<file path="src/kpli_regs.svh">
`ifndef KPLI_REGS_SVH
`define KPLI_REGS_SVH

// Special-function addresses
`define KPLI_ADDR_POLARITY  8'h9c
`define KPLI_ADDR_MASK      8'h9d
`define KPLI_ADDR_FLAGS     8'h9e
`define KPLI_ADDR_IRQ_EN2   8'hb1
// Global keypad enable position in the second interrupt-enable register
`define KPLI_GLOBAL_EN_BIT  0
// Reset values
`define KPLI_RST_POLARITY   8'h00
`define KPLI_RST_MASK       8'h00
`define KPLI_RST_FLAGS      8'h00
`define KPLI_RST_IRQ_EN2    8'h00
// Vector and polling position of the shared keypad request
`define KPLI_VECTOR         16'h003b
`define KPLI_POLL_POS       4'h8

`endif

</file>
<file path="src/kpli_pkg.sv">
`default_nettype none
package kpli_pkg;
  typedef logic [7:0] kpli_byte_t;
  typedef logic [7:0] kpli_addr_t;
endpackage
`default_nettype wire

</file>
<file path="src/kpli_sync.sv">
`timescale 1ns/1ps
`default_nettype none
// Three-stage synchroniser; a change counts once stages two and three agree
module kpli_sync #(
  parameter int W = 8
) (
  // Clock and reset
  input  wire logic         mclk,
  input  wire logic         rst,
  input  wire logic         ce,
  // Data
  input  wire logic [W-1:0] async_in,
  output logic      [W-1:0] sync_out
);
  logic [W-1:0] s1_q;
  logic [W-1:0] s2_q;
  logic [W-1:0] s3_q;

  // Every stage starts at the pulled-up idle level, so reset release shows no false press
  always_ff @(posedge mclk or posedge rst) begin
    if (rst) begin
      s1_q <= '1;
      s2_q <= '1;
      s3_q <= '1;
    end else if (ce) begin
      s1_q <= async_in;
      s2_q <= s1_q;
      s3_q <= s2_q;
    end
  end

  // Hold the last agreed value; start high so idle pull-ups do not look like presses
  always_ff @(posedge mclk or posedge rst) begin
    if (rst) begin
      sync_out <= '1;
    end else if (ce) begin
      for (int i = 0; i < W; i++) begin
        if (s2_q[i] == s3_q[i]) begin
          sync_out[i] <= s3_q[i];
        end
      end
    end
  end
endmodule // kpli_sync
`default_nettype wire

</file>
<file path="src/kpli_top.sv">
// Overview of operation
// [RULE1] Eight keypad lines on the general port, each interrupting on high or low.
// [RULE2] Each line compares against its own polarity bit, independent of the others.
// [RULE3] Matching level sets a sticky flag; only software clears it.
// [RULE4] Flags gated by per-line mask bits, then ORed into one request.
// [RULE5] Global enable bit in second interrupt-enable register gates the request.
// [RULE6] All lines share vector 003Bh at polling position 8.
// [RULE7] A detected level wakes the device from idle and power-down.
// [RULE8] Three registers: polarity select, per-line mask, per-line flags.
// [RULE9] Flag register resets to zero.
// [RULE10] Unused lines remain usable for other purposes.
// [RULE11] Polarity 0 detects low, 1 detects high; resets to zero.
// [RULE12] Mask 0 leaves standard I/O; 1 lets flag request interrupt; resets zero.
// [RULE13] Mask register at 9Dh, polarity register at 9Ch.
// [RULE14] Cleared flag re-sets next clock while level still holds.
// [RULE15] Raw inputs synchronised before comparison.
`timescale 1ns/1ps
`default_nettype none
`include "kpli_regs.svh"
module kpli_top #(
  parameter int LINES = 8
) (
  // Clock and reset
  input  wire logic                 mclk,
  input  wire logic                 rst,
  input  wire logic                 ce,
  // Special-function register port
  input  wire kpli_pkg::kpli_addr_t sfr_addr,
  input  wire kpli_pkg::kpli_byte_t sfr_wdata,
  input  wire logic                 sfr_wr,
  input  wire logic                 sfr_rd,
  output var kpli_pkg::kpli_byte_t  sfr_rdata,
  output logic                      sfr_hit,
  // Keypad pins of the general port
  input  wire logic [LINES-1:0]     key_pins,
  output logic [LINES-1:0]          key_line_claimed,
  // Core side
  output logic                      keypad_irq_request,
  output logic [15:0]               irq_vector,
  output logic [3:0]                irq_poll_pos,
  output logic                      wake_request
);
  import kpli_pkg::*;

  logic [LINES-1:0] keypad_polarity_select_q;
  logic [LINES-1:0] keypad_line_mask_q;
  logic [LINES-1:0] keypad_line_flags_q;
  logic [LINES-1:0] keypad_line_flags_d;
  logic             keypad_global_enable_q;
  logic [LINES-1:0] pins_sync;
  logic [LINES-1:0] level_hit;
  logic [LINES-1:0] mask_wdata;
  logic             flag_wr;
  logic             any_req;

  kpli_sync #(.W(LINES)) u_sync ( // RULE15
    .mclk     (mclk),
    .rst      (rst),
    .ce       (ce),
    .async_in (key_pins),
    .sync_out (pins_sync)
  );

  // XNOR: polarity 1 matches high, 0 matches low
  assign level_hit = ~(pins_sync ^ keypad_polarity_select_q); // RULE2 RULE11 RULE1

  assign mask_wdata = sfr_wdata[LINES-1:0];
  assign flag_wr    = sfr_wr && (sfr_addr == `KPLI_ADDR_FLAGS);

  // Registers written by software
  always_ff @(posedge mclk or posedge rst) begin
    if (rst) begin
      keypad_polarity_select_q <= LINES'(`KPLI_RST_POLARITY); // RULE11
      keypad_line_mask_q       <= LINES'(`KPLI_RST_MASK); // RULE12
      keypad_global_enable_q   <= 1'b0;
    end else if (ce && sfr_wr) begin
      unique case (sfr_addr)
        `KPLI_ADDR_POLARITY: keypad_polarity_select_q <= mask_wdata; // RULE13 RULE8
        `KPLI_ADDR_MASK:     keypad_line_mask_q <= mask_wdata; // RULE13 RULE8
        `KPLI_ADDR_IRQ_EN2:  keypad_global_enable_q <= sfr_wdata[`KPLI_GLOBAL_EN_BIT]; // RULE5
        default: ;
      endcase
    end
  end

  // Writing 0 clears a flag; writing 1 leaves it. A live level wins over the clear.
  always_comb begin
    keypad_line_flags_d = keypad_line_flags_q;
    if (flag_wr) begin
      keypad_line_flags_d = keypad_line_flags_q & mask_wdata; // RULE3
    end
    keypad_line_flags_d = keypad_line_flags_d | level_hit; // RULE3 RULE14
  end

  always_ff @(posedge mclk or posedge rst) begin
    if (rst) begin
      keypad_line_flags_q <= LINES'(`KPLI_RST_FLAGS); // RULE9
    end else if (ce) begin
      keypad_line_flags_q <= keypad_line_flags_d;
    end
  end

  assign any_req = |(keypad_line_flags_q & keypad_line_mask_q); // RULE4

  // Request and wake; wake ignores the global enable so power-down exit still works
  always_ff @(posedge mclk or posedge rst) begin
    if (rst) begin
      keypad_irq_request <= 1'b0;
      wake_request       <= 1'b0;
    end else if (ce) begin
      keypad_irq_request <= any_req && keypad_global_enable_q; // RULE5 RULE4
      wake_request       <= any_req; // RULE7
    end
  end

  // Lines with a clear mask bit are left to the port's ordinary I/O use
  always_ff @(posedge mclk or posedge rst) begin
    if (rst) begin
      key_line_claimed <= '0;
    end else if (ce) begin
      key_line_claimed <= keypad_line_mask_q; // RULE10 RULE12
    end
  end

  // Fixed vector slot, shared by all eight lines
  always_ff @(posedge mclk or posedge rst) begin
    if (rst) begin
      irq_vector   <= 16'h0000;
      irq_poll_pos <= 4'h0;
    end else if (ce) begin
      irq_vector   <= `KPLI_VECTOR; // RULE6
      irq_poll_pos <= `KPLI_POLL_POS; // RULE6
    end
  end

  // Read port, registered; unmapped addresses read zero without a hit
  always_ff @(posedge mclk or posedge rst) begin
    if (rst) begin
      sfr_rdata <= 8'h00;
      sfr_hit   <= 1'b0;
    end else if (ce) begin
      sfr_hit   <= 1'b0;
      sfr_rdata <= 8'h00;
      if (sfr_rd) begin
        sfr_hit <= 1'b1;
        unique case (sfr_addr)
          `KPLI_ADDR_POLARITY: sfr_rdata <= 8'(keypad_polarity_select_q);
          `KPLI_ADDR_MASK:     sfr_rdata <= 8'(keypad_line_mask_q);
          `KPLI_ADDR_FLAGS:    sfr_rdata <= 8'(keypad_line_flags_q); // RULE8
          `KPLI_ADDR_IRQ_EN2:  sfr_rdata <= {7'h00, keypad_global_enable_q};
          default:             sfr_hit <= 1'b0;
        endcase
      end
    end
  end

  // Flag behaviour: every matching line sets its flag on the next enabled edge
  AST_FLAG_SET: assert property (@(posedge mclk) disable iff (rst) // RULE3
    ce |=> (keypad_line_flags_q & $past(level_hit)) == $past(level_hit))
    else $error("flag not set by matching level");
  AST_FLAG_STICKY: assert property (@(posedge mclk) disable iff (rst) // RULE3
    !flag_wr |=> (keypad_line_flags_q & $past(keypad_line_flags_q))
      == $past(keypad_line_flags_q))
    else $error("flag dropped without software clear");
  AST_FLAG_CLEAR: assert property (@(posedge mclk) disable iff (rst) // RULE3
    ce && flag_wr && !sfr_wdata[6] && !level_hit[6] |=> !keypad_line_flags_q[6])
    else $error("software clear of flag 6 ignored");
  AST_LINE_ALONE: assert property (@(posedge mclk) disable iff (rst) // RULE2
    ce && !level_hit[5] && !keypad_line_flags_q[5] |=> !keypad_line_flags_q[5])
    else $error("flag 5 set without its own level");
  // Set beats clear when both land in one cycle
  AST_RESET_CLEAR: assert property (@(posedge mclk) disable iff (rst) // RULE14
    ce && flag_wr |=> (keypad_line_flags_q & $past(level_hit)) == $past(level_hit))
    else $error("live level lost on clear");
  AST_POLARITY: assert property (@(posedge mclk) disable iff (rst) // RULE11
    ce && !keypad_polarity_select_q[3] && !pins_sync[3] |=> keypad_line_flags_q[3])
    else $error("low polarity missed low level");
  AST_POLARITY_HIGH: assert property (@(posedge mclk) disable iff (rst) // RULE11
    ce && keypad_polarity_select_q[7] && pins_sync[7] |=> keypad_line_flags_q[7])
    else $error("high polarity missed high level");

  // Request, wake and line claim
  AST_IRQ_GATE: assert property (@(posedge mclk) disable iff (rst) // RULE5
    ce && !keypad_global_enable_q |=> !keypad_irq_request)
    else $error("request raised while global enable clear");
  AST_IRQ_CAUSE: assert property (@(posedge mclk) disable iff (rst) // RULE4
    ce && keypad_global_enable_q && (keypad_line_flags_q & keypad_line_mask_q) != 0
      |=> keypad_irq_request)
    else $error("masked flag did not raise request");
  AST_IRQ_MASKED: assert property (@(posedge mclk) disable iff (rst) // RULE4
    ce && (keypad_line_flags_q & keypad_line_mask_q) == '0 |=> !keypad_irq_request)
    else $error("request raised without a masked flag");
  AST_WAKE: assert property (@(posedge mclk) disable iff (rst) // RULE7
    $rose(wake_request) |-> $past(any_req))
    else $error("wake without pending flag");
  AST_WAKE_LEVEL: assert property (@(posedge mclk) disable iff (rst) // RULE7
    ce |=> wake_request == $past(any_req))
    else $error("wake does not follow masked flags");
  AST_CLAIMED: assert property (@(posedge mclk) disable iff (rst) // RULE10
    ce |=> key_line_claimed == $past(keypad_line_mask_q))
    else $error("claimed lines differ from mask");

  // Reset and register port
  AST_RESET_VAL: assert property (@(posedge mclk) // RULE9
    $fell(rst) |-> keypad_line_flags_q == 8'h00 && keypad_line_mask_q == 8'h00)
    else $error("register not zero after reset");
  AST_NO_FALSE_PRESS: assert property (@(posedge mclk) disable iff (rst) // RULE9
    $fell(rst) |=> keypad_line_flags_q == '0)
    else $error("flag raised by reset release");
  AST_READ_FLAGS: assert property (@(posedge mclk) disable iff (rst) // RULE8
    ce && sfr_rd && sfr_addr == `KPLI_ADDR_FLAGS
      |=> sfr_hit && sfr_rdata == 8'($past(keypad_line_flags_q)))
    else $error("flag read returned wrong data");
  AST_READ_UNMAPPED: assert property (@(posedge mclk) disable iff (rst) // RULE8
    ce && sfr_rd && !(sfr_addr inside {`KPLI_ADDR_POLARITY, `KPLI_ADDR_MASK,
      `KPLI_ADDR_FLAGS, `KPLI_ADDR_IRQ_EN2}) |=> !sfr_hit && sfr_rdata == 8'h00)
    else $error("unmapped read answered");
  AST_MASK_WRITE: assert property (@(posedge mclk) disable iff (rst) // RULE13
    ce && sfr_wr && sfr_addr == `KPLI_ADDR_MASK |=> keypad_line_mask_q == $past(mask_wdata))
    else $error("mask write did not land");
  AST_POLARITY_WRITE: assert property (@(posedge mclk) disable iff (rst) // RULE13
    ce && sfr_wr && sfr_addr == `KPLI_ADDR_POLARITY
      |=> keypad_polarity_select_q == $past(mask_wdata))
    else $error("polarity write did not land");
endmodule // kpli_top
`default_nettype wire
</file>
<file path="config.mk">
export PLATFORM = sky130hd
export DESIGN_NAME = kpli_top
export DESIGN_NICKNAME = d
export VERILOG_FILES = /design/src/kpli_pkg.sv /design/src/kpli_sync.sv /design/src/kpli_top.sv
export VERILOG_INCLUDE_DIRS = /design/src /design/src/src
export SDC_FILE = /design/constraint.sdc
export NUM_CORES = 1
export LEC_CHECK = 0
export BUFFER_PORTS_ARGS = -buffer_cell sky130_fd_sc_hd__buf_4
export CORE_ASPECT_RATIO = 2
export CORE_UTILIZATION = 55
export DETAILED_ROUTE_END_ITERATION = 12
export GPL_TIMING_DRIVEN = 0
export PLACE_DENSITY_LB_ADDON = 0.12
export SLEW_MARGIN = 20
export SYNTH_ARGS = -nofsm -noshare
export SYNTH_HDL_FRONTEND = slang
export SYNTH_SLANG_ARGS = --single-unit
export TNS_END_PERCENT = 5
</file>
<file path="constraint.sdc">
create_clock -name mclk -period 2.45 [get_ports mclk]
set_clock_uncertainty 0.2 [all_clocks]
set_input_delay 0.1225 -clock mclk [delete_from_list [all_inputs] [get_ports mclk]]
set_output_delay 0.1225 -clock mclk [all_outputs]
set_load 0.01 [all_outputs]
</file>
==> results.json, run 1 <==
{
  "clkLatencyLatePin_ns": 0.34,
  "synth_edf_count": 0,
  "drtAntennaViolNets": 0,
  "post-dp-hpwl_mm": 5.09,
  "start_util": 0.567,
  "ys_types": 36,
  "ys_ff_latch": 77,
  "p_leak_uw": 0.00212,
  "finalSetupTns_ns": 0,
  "yosysWarnings": 0,
  "yosysTopAreaCell": "dfrtp_1",
  "ios": 68,
  "cp-start-kind": "primary input",
  "ctsHoldBuffers": 19,
  "crit_fanout": 10,
  "avgSynthCellArea_sq_um": 12.0,
  "worst_pin_slew_ns": 0.600,
  "post_cts_resized": 0,
  "rsz0062_at_grt": "no",
  "vias": 2450,
  "dieHeight_um": 116,
  "yosys.cell_count.top_type": "dfrtp_1",
  "drc_errors": 0,
  "finalHoldViolations": 0,
  "cts_buffers": 9,
  "grt-ovfl-total": 0,
  "fin_crit_sh": 0.836,
  "rows": 41,
  "synth_top_area_frac": 0.315,
  "cts_setup_buffers": 0,
  "synthTopCellsByCount": "dfrtp_1, mux2_2, dfstp_2",
  "layout_min_cycle_time_ns": 2.05,
  "first_global_vias": 2458,
  "path_clk_slew_ns": 0.06,
  "vias_per_cell": 5.05,
  "yosysSeqAreaShare": 0.550,
  "hold_path.class": "primary input to flip-flop",
  "clock-sinks": 77,
  "max-vdd-ir-drop_v": 0.000591,
  "synth_area_leaders": "dfrtp_1, dfstp_2, mux2_2",
  "setup_viol": 0,
  "endpoint_kind": "flip-flop",
  "status": "completed",
  "place_congestion": 0.772,
  "cts_tree": "yes",
  "fp.dieW_um": 59.0,
  "portBuffers": 52,
  "coreArea_sq_um": 6310,
  "grt_antenna_before_repair": 0,
  "synth_ff_type": "dfrtp_1",
  "wl_per_cell_um": 14.8,
  "grt_max_degree": 44,
  "slew_viol_final": 0,
  "cts-root-buf": "clkbuf_16",
  "power_uw": 3310,
  "critical_path_required_ns": 2.47,
  "clockBufferDepth": 2,
  "drive_gt1_frac": 0.439,
  "die_area_sq_um": 6850,
  "grt_pass1_wl_mm": 11.6,
  "syn-cell-area_sq_um": 3580,
  "area_delta_synth_final_pct": 30.0,
  "slew_headroom": 0.600,
  "drtPass1Iterations": 4,
  "cap_viol_max_count": 0,
  "postSynthCellCount": 298,
  "drt_iter0_markers": 59,
  "diodes": 0,
  "crit_arrival_ns": 2.07,
  "async_flop_share": 1.00,
  "clock.fmax_ghz": 0.489,
  "worstSetupPathType": "primary input to flip-flop",
  "nets": 423,
  "grt_usage": 0.237,
  "wl_mm": 7.17,
  "powerDensity_nw_per_um2": 712,
  "cts_max_level": 3,
  "fill_cells": 464
}
[through the flow]
step | hold slack [ns] | cells | worst slack [ns] | area [sq um] | util
final | 0.0105 | 485 | 0.403 | 4650 | 0.737
after global routing | 0.0601 | 485 | 0.300 | 4650 | 0.737
after CTS | 0.00586 | 485 | 0.399 | 4650 | 0.737
after detailed placement | -0.0331 | 450 | 0.519 | 4150 | 0.657
after global placement | 0.156 | 449 | -0.623 | 4120 | 0.653
after floorplan | 0.0545 | 311 | 0.214 | 3620 | -
[power breakdown]
group / switching, uW / internal, uW
combinational: 173 / 226
sequential: 87.7 / 1450
clock: 494 / 877
[path summary, 6_finish.rpt]
path,slack (ns),to,from,depth (start not counted)
max reg2reg,1.11,keypad_irq_request,keypad_line_mask_q[7],3
min in group asynchronous,0.16,keypad_line_flags_q[7],rst,3
max in group asynchronous,1.27,u_sync.s1_q[5],rst,4
max,0.40,keypad_line_mask_q[6],ce,6
min,0.01,sfr_rdata[0],sfr_addr[6],5
min reg2reg,0.31,key_line_claimed[7],key_line_claimed[7],1
[worst max-delay path, stage by stage]
cell	delay [ns]
dlygate4sd3_1	0.54
buf_4	0.17
and2_4	0.17
nand3b_4	0.16
nor3b_4	0.49
mux2_2	0.40
[logic make-up (layout without fill, tap and decap cells)]
kind of cell,after synthesis,count (layout),share of synthesized area
muxes,57,57,0.185
other,1,14,0.00105
and+or+nand+nor,63,63,0.0952
xor gates and xnor gates,8,8,0.0196
DFF,77,77,0.550
AOI/OAI and AO/OA,50,50,0.0815
buffers and inverters,42,130,0.0675
[state kept, by name (all words and copies together) (netlist names)]
name,flops
keypad_polarity_select_q,8
wake_request,1
sfr_hit,1
u_sync.s1_q,8
u_sync.s3_q,8
u_sync.s2_q,8
keypad_line_mask_q,8
keypad_global_enable_q,1
key_line_claimed,8
irq_poll_pos,1
keypad_irq_request,1
keypad_line_flags_q,8
sfr_rdata,8
u_sync.sync_out,8
[cells in the final DEF, fill, tap and decap left out, types with 9 or more instances in the layout]
| cell | instances |
|---|---|
| buf_4 | 72 |
| dfrtp_1 | 45 |
| mux2_2 | 41 |
| dfstp_2 | 32 |
| a21oi_1 | 27 |
| nand2_1 | 19 |
| dlygate4sd3_1 | 19 |
| nor2_1 | 18 |
| conb_1 | 14 |
| clkbuf_1 | 10 |
| clkbuf_16 | 10 |
| inv_1 | 9 |
| o22ai_1 | 9 |
| nand2b_1 | 9 |
[per-layer routing]
| layer | vias up | global-route usage | wire length [um] |
|---|---|---|---|
| met5 | - | 0 | 0 |
| met4 | 0 | 0.122 | 190 |
| met3 | 17 | 0.0625 | 273 |
| met2 | 68 | 0.412 | 4010 |
| met1 | 1180 | 0.256 | 2690 |
| li1 | 1185 | - | - |
[final cells by class]
cell class	count	area (sq um)	share of cell area
tap	86	108	0.0231
timing repair buffer	72	601	0.129
clock inverter	3	41.3	0.00888
buffer	32	204	0.0439
inverter	10	40.0	0.00861
multi-input combinational	192	1420	0.305
sequential	77	1970	0.423
clock buffer	13	272	0.0584
Power figures use the tool's default switching activity.
==> inputs of run 2 (changes only) <==
Clock period 2.45 ns to 2.1 ns, I/O delays scaled along.
==> run 2 against run 1 <==
Effect of this change: sequential share of layout area hardly changed; first-iteration DRC count increased by 15%; die area stayed put; setup slack got worse by 0.34 ns; global-route usage down 0.36 points; via count up 1.5%.
==> results.json, run 2 (synthesis gave the netlist of run 1 again) <==
{
  "cts_buffers": 9,
  "drtAntennaViolNets": 0,
  "rows": 41,
  "dieHeight_um": 116,
  "drt_iter0_markers": 68,
  "reg2reg_to": "sfr_rdata[0]",
  "post-dp-hpwl_mm": 5.11,
  "cp-start-kind": "primary input",
  "worst_slack_ns": 0.0593,
  "status": "completed",
  "cts_max_level": 3,
  "wl_mm": 7.08,
  "grt_antenna_before_repair": 0,
  "die_area_sq_um": 6850,
  "start_util": 0.567,
  "cts_tree": "yes",
  "r2r_start": "keypad_line_mask_q[0]",
  "worstHoldPathCells": 4,
  "layout_min_cycle_time_ns": 2.04,
  "vias_per_cell": 5.11,
  "finalSetupTns_ns": 0,
  "drive_gt1_frac": 0.439,
  "post-place-ws_ns": 0.160,
  "grt_max_degree": 36,
  "clock-sinks": 77,
  "first_global_vias": 2474,
  "final_common_cell": "buf_4",
  "most-common-layout-cells": "buf_4, dfrtp_1, mux2_2, dfstp_2, a21oi_1",
  "cap_viol_max_count": 0,
  "hold_end": "sfr_hit",
  "max-vdd-ir-drop_v": 0.000910,
  "ios": 68,
  "drtPass1Iterations": 4,
  "endpoint_kind": "flip-flop",
  "vias": 2487,
  "fin_cells": 487,
  "wl_per_cell_um": 14.5,
  "dpl.cell_count": 451,
  "cts-root-buf": "clkbuf_16",
  "nets": 425,
  "clockBufferDepth": 2,
  "rsz0062_at_grt": "no",
  "hold_path.class": "primary input to flip-flop",
  "clock.fmax_ghz": 0.490,
  "portBuffers": 52,
  "worstSetupPathType": "primary input to flip-flop",
  "slew_headroom": 0.603,
  "post_cts_resized": 0,
  "path_clk_slew_ns": 0.05,
  "fin_area_sq_um": 4650,
  "area_delta_synth_final_pct": 29.9,
  "place_congestion": 0.797,
  "drc_errors": 0,
  "placed_area_sq_um": 4170,
  "finalHoldViolations": 0,
  "fin_util": 0.736,
  "coreArea_sq_um": 6310,
  "fp.dieW_um": 59.0,
  "worst_pin_slew_ns": 0.596,
  "diodes": 0,
  "crit_fanout": 10,
  "r2r_slack_ns": 0.37,
  "grt-ovfl-total": 0,
  "powerDensity_nw_per_um2": 797,
  "setup_viol": 0,
  "p_leak_uw": 0.00212,
  "critical_path_required_ns": 2.11,
  "hold_path.startpoint": "sfr_rd",
  "r2r_cells": 5,
  "fin_crit_sh": 0.972,
  "crit_arrival_ns": 2.05,
  "slew_viol_final": 0,
  "grt_usage": 0.233,
  "grt_pass1_wl_mm": 11.5,
  "clkLatencyLatePin_ns": 0.33
}
[run 2: changes by cell type in the layout (fill, tap and decap cells not counted), sizes merged]
cell / delta
buf: +1
bufinv: -1
clkbuf: -1
clkinv: +2
clkinvlp: +1
dlygate4sd3: +1
inv: -1
[run 2: metal layers]
| metal | share of wire | vias to the layer above | wire length (um) | global-route usage |
|---|---|---|---|---|
| met2 | 0.57 | 64 | 4010 | 0.416 |
| li1 | - | 1197 | - | - |
| met3 | 0.033 | 17 | 237 | 0.0603 |
| met1 | 0.37 | 1209 | 2600 | 0.244 |
| met4 | 0.033 | 0 | 233 | 0.119 |
| met5 | 0 | - | 0 | 0 |
[run 2: how the worst max path moves through the flow]
stage                     start                           to  slack, ns  cells past startpoint
detailed placement  sfr_addr[5]        keypad_line_mask_q[4]       0.16                      5
finish                       ce        keypad_line_mask_q[4]       0.06                      6
CTS                 sfr_addr[3]        keypad_line_mask_q[4]       0.04                      6
floorplan                    ce  keypad_polarity_select_q[0]       0.50                      6
global route                 ce        keypad_line_mask_q[6]     0.0008                      6
global placement    sfr_addr[5]        keypad_line_mask_q[5]       0.20                      5
[run 2: final cells by class]
cell class,instances,area (sq um)
flip-flops and latches,77,1970
fillers,446,1660
multi-input cells,192,1420
repair buffers,74,631
clock buffers,12,258
plain buffers,32,204
well taps,86,108
inverters,10,41.3
clock inverters,4,21.3
[run 2: stage by stage]
step                power (uW)  hold WS [ns]
finish                    3700        0.0224
global route              3850        0.0656
CTS                       3730        0.0231
detailed placement        2260        -0.117
global placement          2220         0.138
floorplan                 2120        0.0370
[run 2: power by group]
| part | switching (uW) | leakage, uW | internal [uW] | total, uW |
|---|---|---|---|---|
| registers | 103 | 0.000914 | 1700 | 1800 |
| logic | 202 | 0.00106 | 267 | 469 |
| clock network | 566 | 0.000142 | 866 | 1430 |
| total | 871 | 0.00212 | 2830 | 3700 |
[run 2: worst max-delay path, stage by stage]
cell	delay, ns
dlygate4sd3_1	0.54
buf_4	0.16
and2_4	0.17
nand3b_4	0.17
nor3b_4	0.50
mux2_2	0.40
[run 2: repair_timing]
action                                 4_1_cts  5_1_grt
hold buffers                                20        0
setup endpoints to repair                    0        3
endpoints found under the hold margin       69        0
setup buffers                                0        0
